===== config.mk =====
export PLATFORM = sky130hd
export DESIGN_NAME = prfc_config_regs
export DESIGN_NICKNAME = d
export VERILOG_FILES = /design/src/prfc_pkg.sv /design/src/prfc_ref_select.sv /design/src/prfc_state_ctrl.sv /design/src/prfc_config_regs.sv
export SDC_FILE = /design/constraint.sdc
export NUM_CORES = 1
export LEC_CHECK = 0
export BUFFER_PORTS_ARGS = -buffer_cell sky130_fd_sc_hd__buf_4
export CELL_PAD_IN_SITES_DETAIL_PLACEMENT = 2
export CELL_PAD_IN_SITES_GLOBAL_PLACEMENT = 2
export CORE_UTILIZATION = 38
export DETAILED_ROUTE_END_ITERATION = 10
export PLACE_DENSITY = 0.84
export SLEW_MARGIN = 20
export SYNTH_ARGS = -nofsm -noshare
export SYNTH_HDL_FRONTEND = slang
export SYNTH_SLANG_ARGS = --single-unit

===== constraint.sdc =====
create_clock -name mclk -period 9.7 [get_ports mclk]
set_clock_uncertainty 0.1 [all_clocks]
set_input_delay 0.97 -clock mclk [delete_from_list [all_inputs] [get_ports mclk]]
set_output_delay 0.97 -clock mclk [all_outputs]
set_load 0.02 [all_outputs]

===== src/prfc_pkg.sv =====
// prfc_pkg: offsets, field positions, reset values and codes of the pll reference/feedback config
// assumes a byte-wide management port with 16-bit register addresses
package prfc_pkg;

  localparam int ADDR_W = 16;
  localparam int DATA_W = 8;
  localparam int PRE_W = 21;
  localparam int FB_W = 24;

  // byte offsets
  localparam logic [15:0] ADDR_REF_MODE = 16'h0008;
  localparam logic [15:0] ADDR_PRIORITY = 16'h0009;
  localparam logic [15:0] ADDR_EXCL_STATE = 16'h000a;
  localparam logic [15:0] ADDR_PRE0_HI = 16'h000b;
  localparam logic [15:0] ADDR_PRE0_MID = 16'h000c;
  localparam logic [15:0] ADDR_PRE0_LO = 16'h000d;
  localparam logic [15:0] ADDR_PRE1_HI = 16'h000e;
  localparam logic [15:0] ADDR_PRE1_MID = 16'h000f;
  localparam logic [15:0] ADDR_PRE1_LO = 16'h0010;
  localparam logic [15:0] ADDR_FB0_HI = 16'h0017;
  localparam logic [15:0] ADDR_FB0_MID = 16'h0018;
  localparam logic [15:0] ADDR_FB0_LO = 16'h0019;
  localparam logic [15:0] ADDR_FB1_HI = 16'h001a;
  localparam logic [15:0] ADDR_FB1_MID = 16'h001b;
  localparam logic [15:0] ADDR_FB1_LO = 16'h001c;
  localparam logic [15:0] ADDR_LOOP_BW = 16'h0023;
  localparam logic [15:0] ADDR_LOOP_DAMP = 16'h0024;
  localparam logic [15:0] ADDR_TGL_FILT = 16'h0025;
  localparam logic [15:0] ADDR_TGL_THR = 16'h0028;

  // field positions
  localparam int REF_MODE_LSB = 5;
  localparam int PRI1_LSB = 2;
  localparam int PRI0_LSB = 0;
  localparam int EXCL1_BIT = 5;
  localparam int EXCL0_BIT = 4;
  localparam int OVR_LSB = 0;
  localparam int TGL_THR_LSB = 1;

  // reset values
  localparam logic [2:0] RST_REF_MODE = 3'h0;
  localparam logic [1:0] RST_PRI0 = 2'h0;
  localparam logic [1:0] RST_PRI1 = 2'h1;
  localparam logic RST_EXCL = 1'b0;
  localparam logic [1:0] RST_OVR = 2'h0;
  localparam logic [20:0] RST_PRE = 21'h00_0000;
  localparam logic [23:0] RST_FB = 24'h07_0000;
  localparam logic [7:0] RST_LOOP_BW = 8'h77;
  localparam logic [7:0] RST_LOOP_DAMP = 8'h6c;
  localparam logic [7:0] RST_TGL_FILT = 8'h00;
  localparam logic [6:0] RST_TGL_THR = 7'h00;

  // reference selection mode codes
  localparam logic [2:0] MODE_AUTO = 3'h0;
  localparam logic [2:0] MODE_GPIO = 3'h1;
  localparam logic [2:0] MODE_FORCE0 = 3'h4;
  localparam logic [2:0] MODE_FORCE1 = 3'h5;

  // state override codes
  localparam logic [1:0] OVR_AUTO = 2'h0;
  localparam logic [1:0] OVR_FREE_RUNNING_STATE = 2'h1;
  localparam logic [1:0] OVR_NORMAL = 2'h2;
  localparam logic [1:0] OVR_HOLDOVER = 2'h3;

  typedef enum logic [2:0] {
    PRFC_ST_FREE_RUNNING_STATE = 3'b001,
    PRFC_ST_NORMAL = 3'b010,
    PRFC_ST_HOLDOVER = 3'b100
  } prfc_state_e;

endpackage : prfc_pkg


===== src/prfc_ref_select.sv =====
// prfc_ref_select: picks the reference the pll follows
// assumes reference health flags are synchronous to mclk
`timescale 1ns/1ns
module prfc_ref_select (
  // clock and reset
  input wire logic mclk,
  input wire logic rst_n,
  // settings
  input wire logic [2:0] ref_mode,
  input wire logic [1:0] ref0_priority,
  input wire logic [1:0] ref1_priority,
  input wire logic ref0_exclude,
  input wire logic ref1_exclude,
  // reference health
  input wire logic ref0_valid,
  input wire logic ref1_valid,
  input wire logic gpio_ref_select,
  // choice
  output logic sel_ref,
  output logic sel_valid
);
  import prfc_pkg::*;

  logic sel_q, sel_d, valid_q, valid_d;
  logic cand0, cand1;

  always_comb begin
    cand0 = ref0_valid && !ref0_exclude;
    cand1 = ref1_valid && !ref1_exclude;
    sel_d = sel_q;
    valid_d = 1'b0;
    unique case (ref_mode)
      MODE_AUTO: begin
        // excluded references never win, even when healthy
        if (cand0 && cand1) begin
          sel_d = (ref1_priority < ref0_priority); // tie goes to ref0
          valid_d = 1'b1;
        end else if (cand0 || cand1) begin
          sel_d = cand1;
          valid_d = 1'b1;
        end
      end
      MODE_GPIO: begin
        sel_d = gpio_ref_select;
        valid_d = gpio_ref_select ? ref1_valid : ref0_valid;
      end
      MODE_FORCE0: begin
        sel_d = 1'b0;
        valid_d = ref0_valid;
      end
      MODE_FORCE1: begin
        sel_d = 1'b1;
        valid_d = ref1_valid;
      end
      // reserved codes keep the last choice but report no usable input
      default: valid_d = 1'b0;
    endcase
  end

  always_ff @(posedge mclk or negedge rst_n) begin
    if (!rst_n) begin
      sel_q <= 1'b0;
      valid_q <= 1'b0;
    end else begin
      sel_q <= sel_d;
      valid_q <= valid_d;
    end
  end

  assign sel_ref = sel_q;
  assign sel_valid = valid_q;
endmodule : prfc_ref_select


===== src/prfc_state_ctrl.sv =====
// prfc_state_ctrl: free-run / normal / holdover state with software override
// assumes sel_valid is the registered health of the chosen reference
`timescale 1ns/1ns
module prfc_state_ctrl (
  // clock and reset
  input wire logic mclk,
  input wire logic rst_n,
  // control
  input wire logic [1:0] pll_state_override,
  input wire logic sel_valid,
  // state
  output prfc_pkg::prfc_state_e pll_state,
  output logic state_forced
);
  import prfc_pkg::*;

  prfc_state_e state_q, state_d;
  logic forced_q, forced_d;

  always_comb begin
    state_d = state_q;
    forced_d = (pll_state_override != OVR_AUTO);
    unique case (pll_state_override)
      OVR_FREE_RUNNING_STATE: state_d = PRFC_ST_FREE_RUNNING_STATE;
      OVR_NORMAL: state_d = PRFC_ST_NORMAL;
      OVR_HOLDOVER: state_d = PRFC_ST_HOLDOVER;
      OVR_AUTO: begin
        unique case (state_q)
          PRFC_ST_FREE_RUNNING_STATE: if (sel_valid) state_d = PRFC_ST_NORMAL;
          PRFC_ST_NORMAL: if (!sel_valid) state_d = PRFC_ST_HOLDOVER;
          PRFC_ST_HOLDOVER: if (sel_valid) state_d = PRFC_ST_NORMAL;
          default: state_d = PRFC_ST_FREE_RUNNING_STATE;
        endcase
      end
    endcase
  end

  always_ff @(posedge mclk or negedge rst_n) begin
    if (!rst_n) begin
      state_q <= PRFC_ST_FREE_RUNNING_STATE;
      forced_q <= 1'b0;
    end else begin
      state_q <= state_d;
      forced_q <= forced_d;
    end
  end

  assign pll_state = state_q;
  assign state_forced = forced_q;
endmodule : prfc_state_ctrl


===== src/prfc_config_regs.sv =====
// prfc_config_regs: byte-addressed config bank for the pll reference and feedback paths
// assumes a byte port behind the serial management interface, all on mclk
//
// Function
// - reference 1 priority is 2 bits, resets to 01, 00 is first priority, 10/11 must not be used.
// - reference 0 exclude bit resets to 0 and when set drops reference 0 from automatic choice.
// - reference 1 exclude bit resets to 0 and when set drops reference 1 from automatic choice.
// - state override is 2 bits, resets to 00, and 00 lets the pll state machine run by itself.
// - override 01 forces free-run, 10 forces normal, 11 forces holdover.
// - reference 0 pre-divider is 21 bits, resets to zero, and is applied while reference 0 is used.
// - reference 1 pre-divider is 21 bits, resets to zero, and is applied while reference 1 is used.
// - reserved bits are written as zero by the host and carry no defined read value.
// - each 24-bit feedback divider spans three bytes, high byte first, at 0017 and 001a.
// - byte 0023 holds locked/acquire bandwidth; 0024 holds locked/acquire damping and loop gain.
// - reference 0 priority is 2 bits, resets to 00, 01 is second priority, 10/11 must not be used.
// - priority and exclusion steer the choice only in automatic selection mode 000, the reset mode.
`timescale 1ns/1ns
module prfc_config_regs (
  // clock and reset
  input wire logic mclk,
  input wire logic reset_n,
  // management byte port
  input wire logic [prfc_pkg::ADDR_W-1:0] reg_addr,
  input wire logic reg_wr_en,
  input wire logic [prfc_pkg::DATA_W-1:0] reg_wdata,
  input wire logic reg_rd_en,
  output logic [prfc_pkg::DATA_W-1:0] reg_rdata,
  output logic reg_rdata_valid,
  // reference health
  input wire logic ref0_valid,
  input wire logic ref1_valid,
  input wire logic gpio_ref_select,
  // divider ratios
  output logic [prfc_pkg::PRE_W-1:0] ref0_predivider,
  output logic [prfc_pkg::PRE_W-1:0] ref1_predivider,
  output logic [prfc_pkg::FB_W-1:0] ref0_feedback_divider,
  output logic [prfc_pkg::FB_W-1:0] ref1_feedback_divider,
  output logic [prfc_pkg::PRE_W-1:0] active_predivider,
  output logic [prfc_pkg::FB_W-1:0] active_feedback_divider,
  // reference choice and pll state
  output logic selected_ref,
  output logic selected_ref_valid,
  output prfc_pkg::prfc_state_e pll_state,
  output logic state_forced,
  // loop filter settings
  output logic [3:0] locked_bandwidth,
  output logic [3:0] acquire_bandwidth,
  output logic [2:0] locked_damping,
  output logic [2:0] acquire_damping,
  output logic [1:0] loop_gain,
  output logic [2:0] lock_toggle_damping,
  output logic lock_toggle_hysteresis,
  output logic [2:0] lock_toggle_bandwidth,
  output logic [6:0] lock_toggle_threshold
);
  import prfc_pkg::*;

  // reset release through two flops
  logic [1:0] rst_sync_q;
  logic rst_n;

  always_ff @(posedge mclk or negedge reset_n) begin
    if (!reset_n) rst_sync_q <= 2'h0;
    else rst_sync_q <= {rst_sync_q[0], 1'b1};
  end
  assign rst_n = rst_sync_q[1];

  // stored fields
  logic [2:0] ref_mode_q, ref_mode_d;
  logic [1:0] pri0_q, pri0_d, pri1_q, pri1_d, ovr_q, ovr_d;
  logic excl0_q, excl0_d, excl1_q, excl1_d;
  logic [PRE_W-1:0] pre0_q, pre0_d, pre1_q, pre1_d;
  logic [FB_W-1:0] fb0_q, fb0_d, fb1_q, fb1_d;
  logic [7:0] bw_q, bw_d, damp_q, damp_d;
  logic [6:0] tglf_q, tglf_d, thr_q, thr_d;
  logic [7:0] rdata_q, rdata_d;
  logic rvalid_q, rvalid_d;
  logic [PRE_W-1:0] act_pre_q, act_pre_d;
  logic [FB_W-1:0] act_fb_q, act_fb_d;
  logic sel_ref, sel_valid;

  // read-back byte; reserved and unmapped bits read as zero
  function automatic logic [7:0] read_byte(input logic [15:0] a);
    logic [7:0] v;
    v = 8'h00;
    unique case (a)
      ADDR_REF_MODE: v[REF_MODE_LSB +: 3] = ref_mode_q;
      ADDR_PRIORITY: v = {4'h0, pri1_q, pri0_q};
      ADDR_EXCL_STATE: v = {2'h0, excl1_q, excl0_q, 2'h0, ovr_q};
      ADDR_PRE0_HI: v = {3'h0, pre0_q[20:16]};
      ADDR_PRE0_MID: v = pre0_q[15:8];
      ADDR_PRE0_LO: v = pre0_q[7:0];
      ADDR_PRE1_HI: v = {3'h0, pre1_q[20:16]};
      ADDR_PRE1_MID: v = pre1_q[15:8];
      ADDR_PRE1_LO: v = pre1_q[7:0];
      ADDR_FB0_HI: v = fb0_q[23:16];
      ADDR_FB0_MID: v = fb0_q[15:8];
      ADDR_FB0_LO: v = fb0_q[7:0];
      ADDR_FB1_HI: v = fb1_q[23:16];
      ADDR_FB1_MID: v = fb1_q[15:8];
      ADDR_FB1_LO: v = fb1_q[7:0];
      ADDR_LOOP_BW: v = bw_q;
      ADDR_LOOP_DAMP: v = damp_q;
      ADDR_TGL_FILT: v = {tglf_q, 1'b0};
      ADDR_TGL_THR: v = {thr_q, 1'b0};
      default: v = 8'h00;
    endcase
    return v;
  endfunction : read_byte

  // byte writes; reserved bits are dropped, the host writes them as zero
  always_comb begin
    ref_mode_d = ref_mode_q;
    pri0_d = pri0_q;
    pri1_d = pri1_q;
    excl0_d = excl0_q;
    excl1_d = excl1_q;
    ovr_d = ovr_q;
    pre0_d = pre0_q;
    pre1_d = pre1_q;
    fb0_d = fb0_q;
    fb1_d = fb1_q;
    bw_d = bw_q;
    damp_d = damp_q;
    tglf_d = tglf_q;
    thr_d = thr_q;
    if (reg_wr_en) begin
      unique case (reg_addr)
        ADDR_REF_MODE: ref_mode_d = reg_wdata[REF_MODE_LSB +: 3];
        ADDR_PRIORITY: begin
          pri1_d = reg_wdata[PRI1_LSB +: 2];
          pri0_d = reg_wdata[PRI0_LSB +: 2];
        end
        ADDR_EXCL_STATE: begin
          excl1_d = reg_wdata[EXCL1_BIT];
          excl0_d = reg_wdata[EXCL0_BIT];
          ovr_d = reg_wdata[OVR_LSB +: 2];
        end
        ADDR_PRE0_HI: pre0_d[20:16] = reg_wdata[4:0];
        ADDR_PRE0_MID: pre0_d[15:8] = reg_wdata;
        ADDR_PRE0_LO: pre0_d[7:0] = reg_wdata;
        ADDR_PRE1_HI: pre1_d[20:16] = reg_wdata[4:0];
        ADDR_PRE1_MID: pre1_d[15:8] = reg_wdata;
        ADDR_PRE1_LO: pre1_d[7:0] = reg_wdata;
        ADDR_FB0_HI: fb0_d[23:16] = reg_wdata;
        ADDR_FB0_MID: fb0_d[15:8] = reg_wdata;
        ADDR_FB0_LO: fb0_d[7:0] = reg_wdata;
        ADDR_FB1_HI: fb1_d[23:16] = reg_wdata;
        ADDR_FB1_MID: fb1_d[15:8] = reg_wdata;
        ADDR_FB1_LO: fb1_d[7:0] = reg_wdata;
        ADDR_LOOP_BW: bw_d = reg_wdata;
        ADDR_LOOP_DAMP: damp_d = reg_wdata;
        ADDR_TGL_FILT: tglf_d = reg_wdata[7:1];
        ADDR_TGL_THR: thr_d = reg_wdata[TGL_THR_LSB +: 7];
        default: ;
      endcase
    end
  end

  // read port and the ratios handed to the datapath for the chosen reference
  always_comb begin
    rvalid_d = reg_rd_en;
    rdata_d = reg_rd_en ? read_byte(reg_addr) : rdata_q;
    act_pre_d = sel_ref ? pre1_q : pre0_q;
    act_fb_d = sel_ref ? fb1_q : fb0_q;
  end

  always_ff @(posedge mclk or negedge rst_n) begin
    if (!rst_n) begin
      ref_mode_q <= RST_REF_MODE;
      pri0_q <= RST_PRI0;
      pri1_q <= RST_PRI1;
      excl0_q <= RST_EXCL;
      excl1_q <= RST_EXCL;
      ovr_q <= RST_OVR;
      pre0_q <= RST_PRE;
      pre1_q <= RST_PRE;
      fb0_q <= RST_FB;
      fb1_q <= RST_FB;
      bw_q <= RST_LOOP_BW;
      damp_q <= RST_LOOP_DAMP;
      tglf_q <= RST_TGL_FILT[7:1];
      thr_q <= RST_TGL_THR;
      rdata_q <= 8'h00;
      rvalid_q <= 1'b0;
      act_pre_q <= RST_PRE;
      act_fb_q <= RST_FB;
    end else begin
      ref_mode_q <= ref_mode_d;
      pri0_q <= pri0_d;
      pri1_q <= pri1_d;
      excl0_q <= excl0_d;
      excl1_q <= excl1_d;
      ovr_q <= ovr_d;
      pre0_q <= pre0_d;
      pre1_q <= pre1_d;
      fb0_q <= fb0_d;
      fb1_q <= fb1_d;
      bw_q <= bw_d;
      damp_q <= damp_d;
      tglf_q <= tglf_d;
      thr_q <= thr_d;
      rdata_q <= rdata_d;
      rvalid_q <= rvalid_d;
      act_pre_q <= act_pre_d;
      act_fb_q <= act_fb_d;
    end
  end

  // reference choice: priority and exclusion only matter in automatic mode
  prfc_ref_select u_ref_select (
    .mclk(mclk),
    .rst_n(rst_n),
    .ref_mode(ref_mode_q),
    .ref0_priority(pri0_q),
    .ref1_priority(pri1_q),
    .ref0_exclude(excl0_q),
    .ref1_exclude(excl1_q),
    .ref0_valid(ref0_valid),
    .ref1_valid(ref1_valid),
    .gpio_ref_select(gpio_ref_select),
    .sel_ref(sel_ref),
    .sel_valid(sel_valid)
  );

  prfc_state_ctrl u_state_ctrl (
    .mclk(mclk),
    .rst_n(rst_n),
    .pll_state_override(ovr_q),
    .sel_valid(sel_valid),
    .pll_state(pll_state),
    .state_forced(state_forced)
  );

  assign reg_rdata = rdata_q;
  assign reg_rdata_valid = rvalid_q;
  assign ref0_predivider = pre0_q;
  assign ref1_predivider = pre1_q;
  assign ref0_feedback_divider = fb0_q;
  assign ref1_feedback_divider = fb1_q;
  assign active_predivider = act_pre_q;
  assign active_feedback_divider = act_fb_q;
  assign selected_ref = sel_ref;
  assign selected_ref_valid = sel_valid;
  assign locked_bandwidth = bw_q[7:4];
  assign acquire_bandwidth = bw_q[3:0];
  assign locked_damping = damp_q[7:5];
  assign acquire_damping = damp_q[4:2];
  assign loop_gain = damp_q[1:0];
  assign lock_toggle_damping = tglf_q[6:4];
  assign lock_toggle_hysteresis = tglf_q[3];
  assign lock_toggle_bandwidth = tglf_q[2:0];
  assign lock_toggle_threshold = thr_q;
endmodule : prfc_config_regs


==> flow_results.org <==
** Route
- For this run, design rule violations remaining after detail routing come to 0.
- Routed vias/inst :: 5.85
- Met2 Routed Length :: 17.0 mm
- Met3 Routed Length :: 1.63 mm
- Final Routed Wirelength :: 34.1 mm
- The highest layer touched by signal routing is met4.
- Avg WL per Cell :: 28.4 µm
- First-pass detailed-route iteration total :: 5
- In this run the remaining antenna-violating nets after routing total 0.
- Count of routing violations after the opening detailed-route iteration :: 466
- Metal1 wirelength :: 14.1 mm
- Detailed routing inserted a total of 7042 vias.

** Power and ir drop
- Share of power burned in registers :: 50.9%
- Internal cell power :: 0.00119 W
- Summed over all nets, the switching power comes to 0.000435 W.
- Leakage power of the design :: 5.53 nW
- Combinational logic is responsible for 6.8% of the overall power.
- Worst ir drop on vdd :: 0.000121 V
- Power density over the cells :: 144 nW/µm²
- Fraction of power spent switching nets :: 26.9%
- The clock network burns 42.3% of the power.

** Floorplan
- Top Ports :: 211
- Die Y-Extent :: 155 µm
- In this run the standard cell core region covers 22800 µm².
- The floorplan has 55 rows.
- From left edge to right edge, the die measures 155 µm.
- Starting Density :: 38.9%
- The die covers 23900 µm².

** Yosys
- Async set-or-reset flop fraction in the synthesized netlist :: 100%
- Yosys warnings :: 0
- The synthesized design contains 0 enable-type register cells.
- The synthesized netlist occupies a cell area of 8860 µm².
- Post-synthesis cell type with the largest combined area :: sky130_fd_sc_hd__dfrtp_1
- Largest cells by area after synthesis :: sky130_fd_sc_hd__dfrtp_1 (49%), sky130_fd_sc_hd__mux2_2 (24%), sky130_fd_sc_hd__dfstp_2 (6.2%)
- Proportion of synthesized chip area in sequential cells :: 54.8%
- sky130_fd_sc_hd__mux2_2 is the most common cell in the netlist.
- Gate count after technology mapping :: 681
- Synthesis inferred 193 register bits.
- The share of synthesized area in the top cell type comes to 48.6%.
- Counting every net in the synthesized netlist gives 713.
- Synthesis instantiated 63 different standard cells from the library.
- Ranking of synthesized cells by instance count :: sky130_fd_sc_hd__mux2_2 (189), sky130_fd_sc_hd__dfrtp_1 (172), sky130_fd_sc_hd__nand2_1 (36)
- The average instance in the mapped netlist occupies 13.0 µm².
- Among all flip-flop cells after synthesis, the most frequent one is sky130_fd_sc_hd__dfrtp_1.

** STA
- Based on the critical path, the design can be clocked at up to 0.266 GHz.
- Relative slew slack :: 25.1%
- Final Setup Violations :: 0
- The count of final hold-check violations is 0.
- Setup repair after global routing left no endpoint under its margin.
- Final period demand of the worst path :: 3.76 ns
- Setup total negative slack on the finished layout was measured at 0 ns.
- Fin Hold WS :: 0.188 ns
- Share of the clock period used by the worst path after layout :: 38.8%
- Transition time of the tightest slew-check pin :: 1.12 ns
- Fin. max-slew vios :: 0

** Placed design
- Detailed placement ended at an HPWL of 23.6 mm.
- Instance area after placement :: 10700 µm²
- Final GP Congestion :: 0.866
- Input/output buffers :: 210

** Critical path
- Data arrives at the worst endpoint at 4.02 ns.
- The worst setup path is captured at a register.
- Top fanout value on the critical path :: 24
- Critical path buffers and inverters :: 1
- Data required time of the critical path :: 9.95 ns
- Start-to-end type of the worst setup path :: in2reg
- The largest individual stage delay along the critical path comes from the cell sky130_fd_sc_hd__nor4_1.
- Worst-path cell chain :: buf_4, or4_1, nor4_1, a32oi_1, nand4_1, a2111oi_0, a22oi_1
- Broken down by cell family, the worst path's largest delay share belongs to simple AND/OR/NAND/NOR gates.
- Delay of the slowest cell on the worst path :: 1.02 ns
- The worst setup path is launched from an input port.

** CTS
- The number of clock buffers added by TritonCTS is 17.
- Clock root cell :: sky130_fd_sc_hd__clkbuf_16
- In this run, post-CTS repair resized a total of 0 instances.
- Clock-pin slew was measured on the worst setup and hold paths at 0.08 ns.
- Max clock buf depth :: 2
- Insertion delay to the later sink of the worst-skew pair :: 0.44 ns
- Hold repair after CTS inserted 0 buffers.
- H-tree levels :: 4
- Clock tree sinks :: 193
- CTS tree :: done
- In this run the post-CTS setup repair buffer count came out at 0.

** Cells and area
- Antenna diode count :: 0
- Post-route standard cell area excluding fillers :: 11300 µm²
- Of the cells placed in the final design, the portion with a size suffix greater than 1 is 54.4%.
- Growth of design area from synthesis to finish :: 27.2%
- Total Nets Final :: 909

** Global routing
- Wire length of the first global-routing pass :: 50.9 mm
- The initial antenna violation count was 0.
- Entering global routing, the biggest net connects 75 pins.
- Global routing used 29.2% of the available tracks across all layers.
- Total congestion overflow after global routing :: 0
- The number of global-route vias before repair came to 7678.

** Min path
- The path class of the tightest hold or removal check is in2async.

** Outcome
- Run status :: complete, no violations

** Run
- Max Cap Viol :: 0
==> area by class of cell <==
type / instances / area, µm²
clock buffer: 18 / 429
clock inverter: 14 / 115
sequential: 193 / 4860
tap: 313 / 392
multi-input combinational: 444 / 3820
timing repair buffer: 218 / 1640
fill: 2234 / 11500
inverter: 3 / 11.3
==> power by group through the flow <==
stage               Clock (W)  Combinational [W]  Sequential, W
detailed placement          0           0.000110       0.000841
CTS                  0.000696           0.000110       0.000825
global placement            0           0.000105       0.000840
global route         0.000725           0.000119       0.000827
finish               0.000686           0.000110       0.000825
floorplan                   0          0.0000491       0.000852
==> placed cells by master, fill, tap and decap left out, types with 5 or more instances in the layout <==
master	Yosys	final
sky130_fd_sc_hd__nor2_1	20	20
sky130_fd_sc_hd__nor4_2	4	5
sky130_fd_sc_hd__inv_6	0	7
sky130_fd_sc_hd__a32oi_1	12	12
sky130_fd_sc_hd__dfstp_2	21	21
sky130_fd_sc_hd__o21ai_0	9	9
sky130_fd_sc_hd__nand4_1	8	8
sky130_fd_sc_hd__nand2b_1	6	6
sky130_fd_sc_hd__nor3_1	9	9
sky130_fd_sc_hd__a22o_1	8	8
sky130_fd_sc_hd__mux2_2	189	189
sky130_fd_sc_hd__nor4_1	15	14
sky130_fd_sc_hd__nand2_1	36	36
sky130_fd_sc_hd__a222oi_1	5	5
sky130_fd_sc_hd__a22oi_1	18	18
sky130_fd_sc_hd__dfrtp_1	172	170
sky130_fd_sc_hd__nand3_1	14	14
sky130_fd_sc_hd__a21oi_1	10	10
sky130_fd_sc_hd__clkbuf_16	0	17
sky130_fd_sc_hd__buf_4	1	218
==> metal layers <==
metal  track usage [%]  vias up
met3              4.74       89
met1              37.0     3703
li1                  -     2960
met4              13.8        0
met2              49.0      290
met5                 0        -
==> worst paths after layout <==
check / slack [ns] / startpoint / to / cells past startpoint
worst min-delay path: 0.19 / reset_n / rst_sync_q[1] / 1
worst min register to register: 0.26 / rst_sync_q[0] / rst_sync_q[1] / 0
min in group mclk: 0.26 / rst_sync_q[0] / rst_sync_q[1] / 0
max in group asynchronous: 7.78 / rst_sync_q[1] / u_ref_select.sel_ref / 1
worst max register to register: 7.35 / ref1_feedback_divider[0] / reg_rdata[0] / 5
worst max-delay path: 5.94 / reg_addr[13] / reg_rdata[1] / 7
==> cell families after synthesis <==
family | count (synthesis) | synth area share, %
muxes | 193 | 24.5
DFF | 193 | 54.8
and+or+nand+nor | 157 | 10.6
AOI/OAI and AO/OA | 90 | 7.67
buffers and inverters | 44 | 2.10
xor gates and xnor gates | 2 | 0.198
adders and majority gates | 1 | 0.141
other | 1 | 0.0423
==> stage by stage <==
| step | setup slack, ns | instances | util (%) | total power [W] |
|---|---|---|---|---|
| after CTS | 6.02 | 1203 | 49.5 | 0.00163 |
| final | 5.94 | 1203 | 49.5 | 0.00162 |
| after detailed placement | 5.63 | 1171 | 47.1 | 0.000950 |
| after global routing | 5.91 | 1203 | 49.5 | 0.00167 |
| after floorplan | 3.86 | 681 | - | 0.000902 |
| after global placement | 5.79 | 1171 | 47.1 | 0.000945 |
==> flip-flops by register name, indices dropped and copies added (netlist names), 3 cells and up <==
register	cells
active_feedback_divider	24
ref0_feedback_divider	24
ref1_feedback_divider	24
active_predivider	21
ref0_predivider	21
ref1_predivider	21
bw_q	8
damp_q	8
reg_rdata	8
lock_toggle_threshold	7
tglf_q	7
ref_mode_q	3
u_state_ctrl.pll_state	3
(Power assumes the default switching activity.)
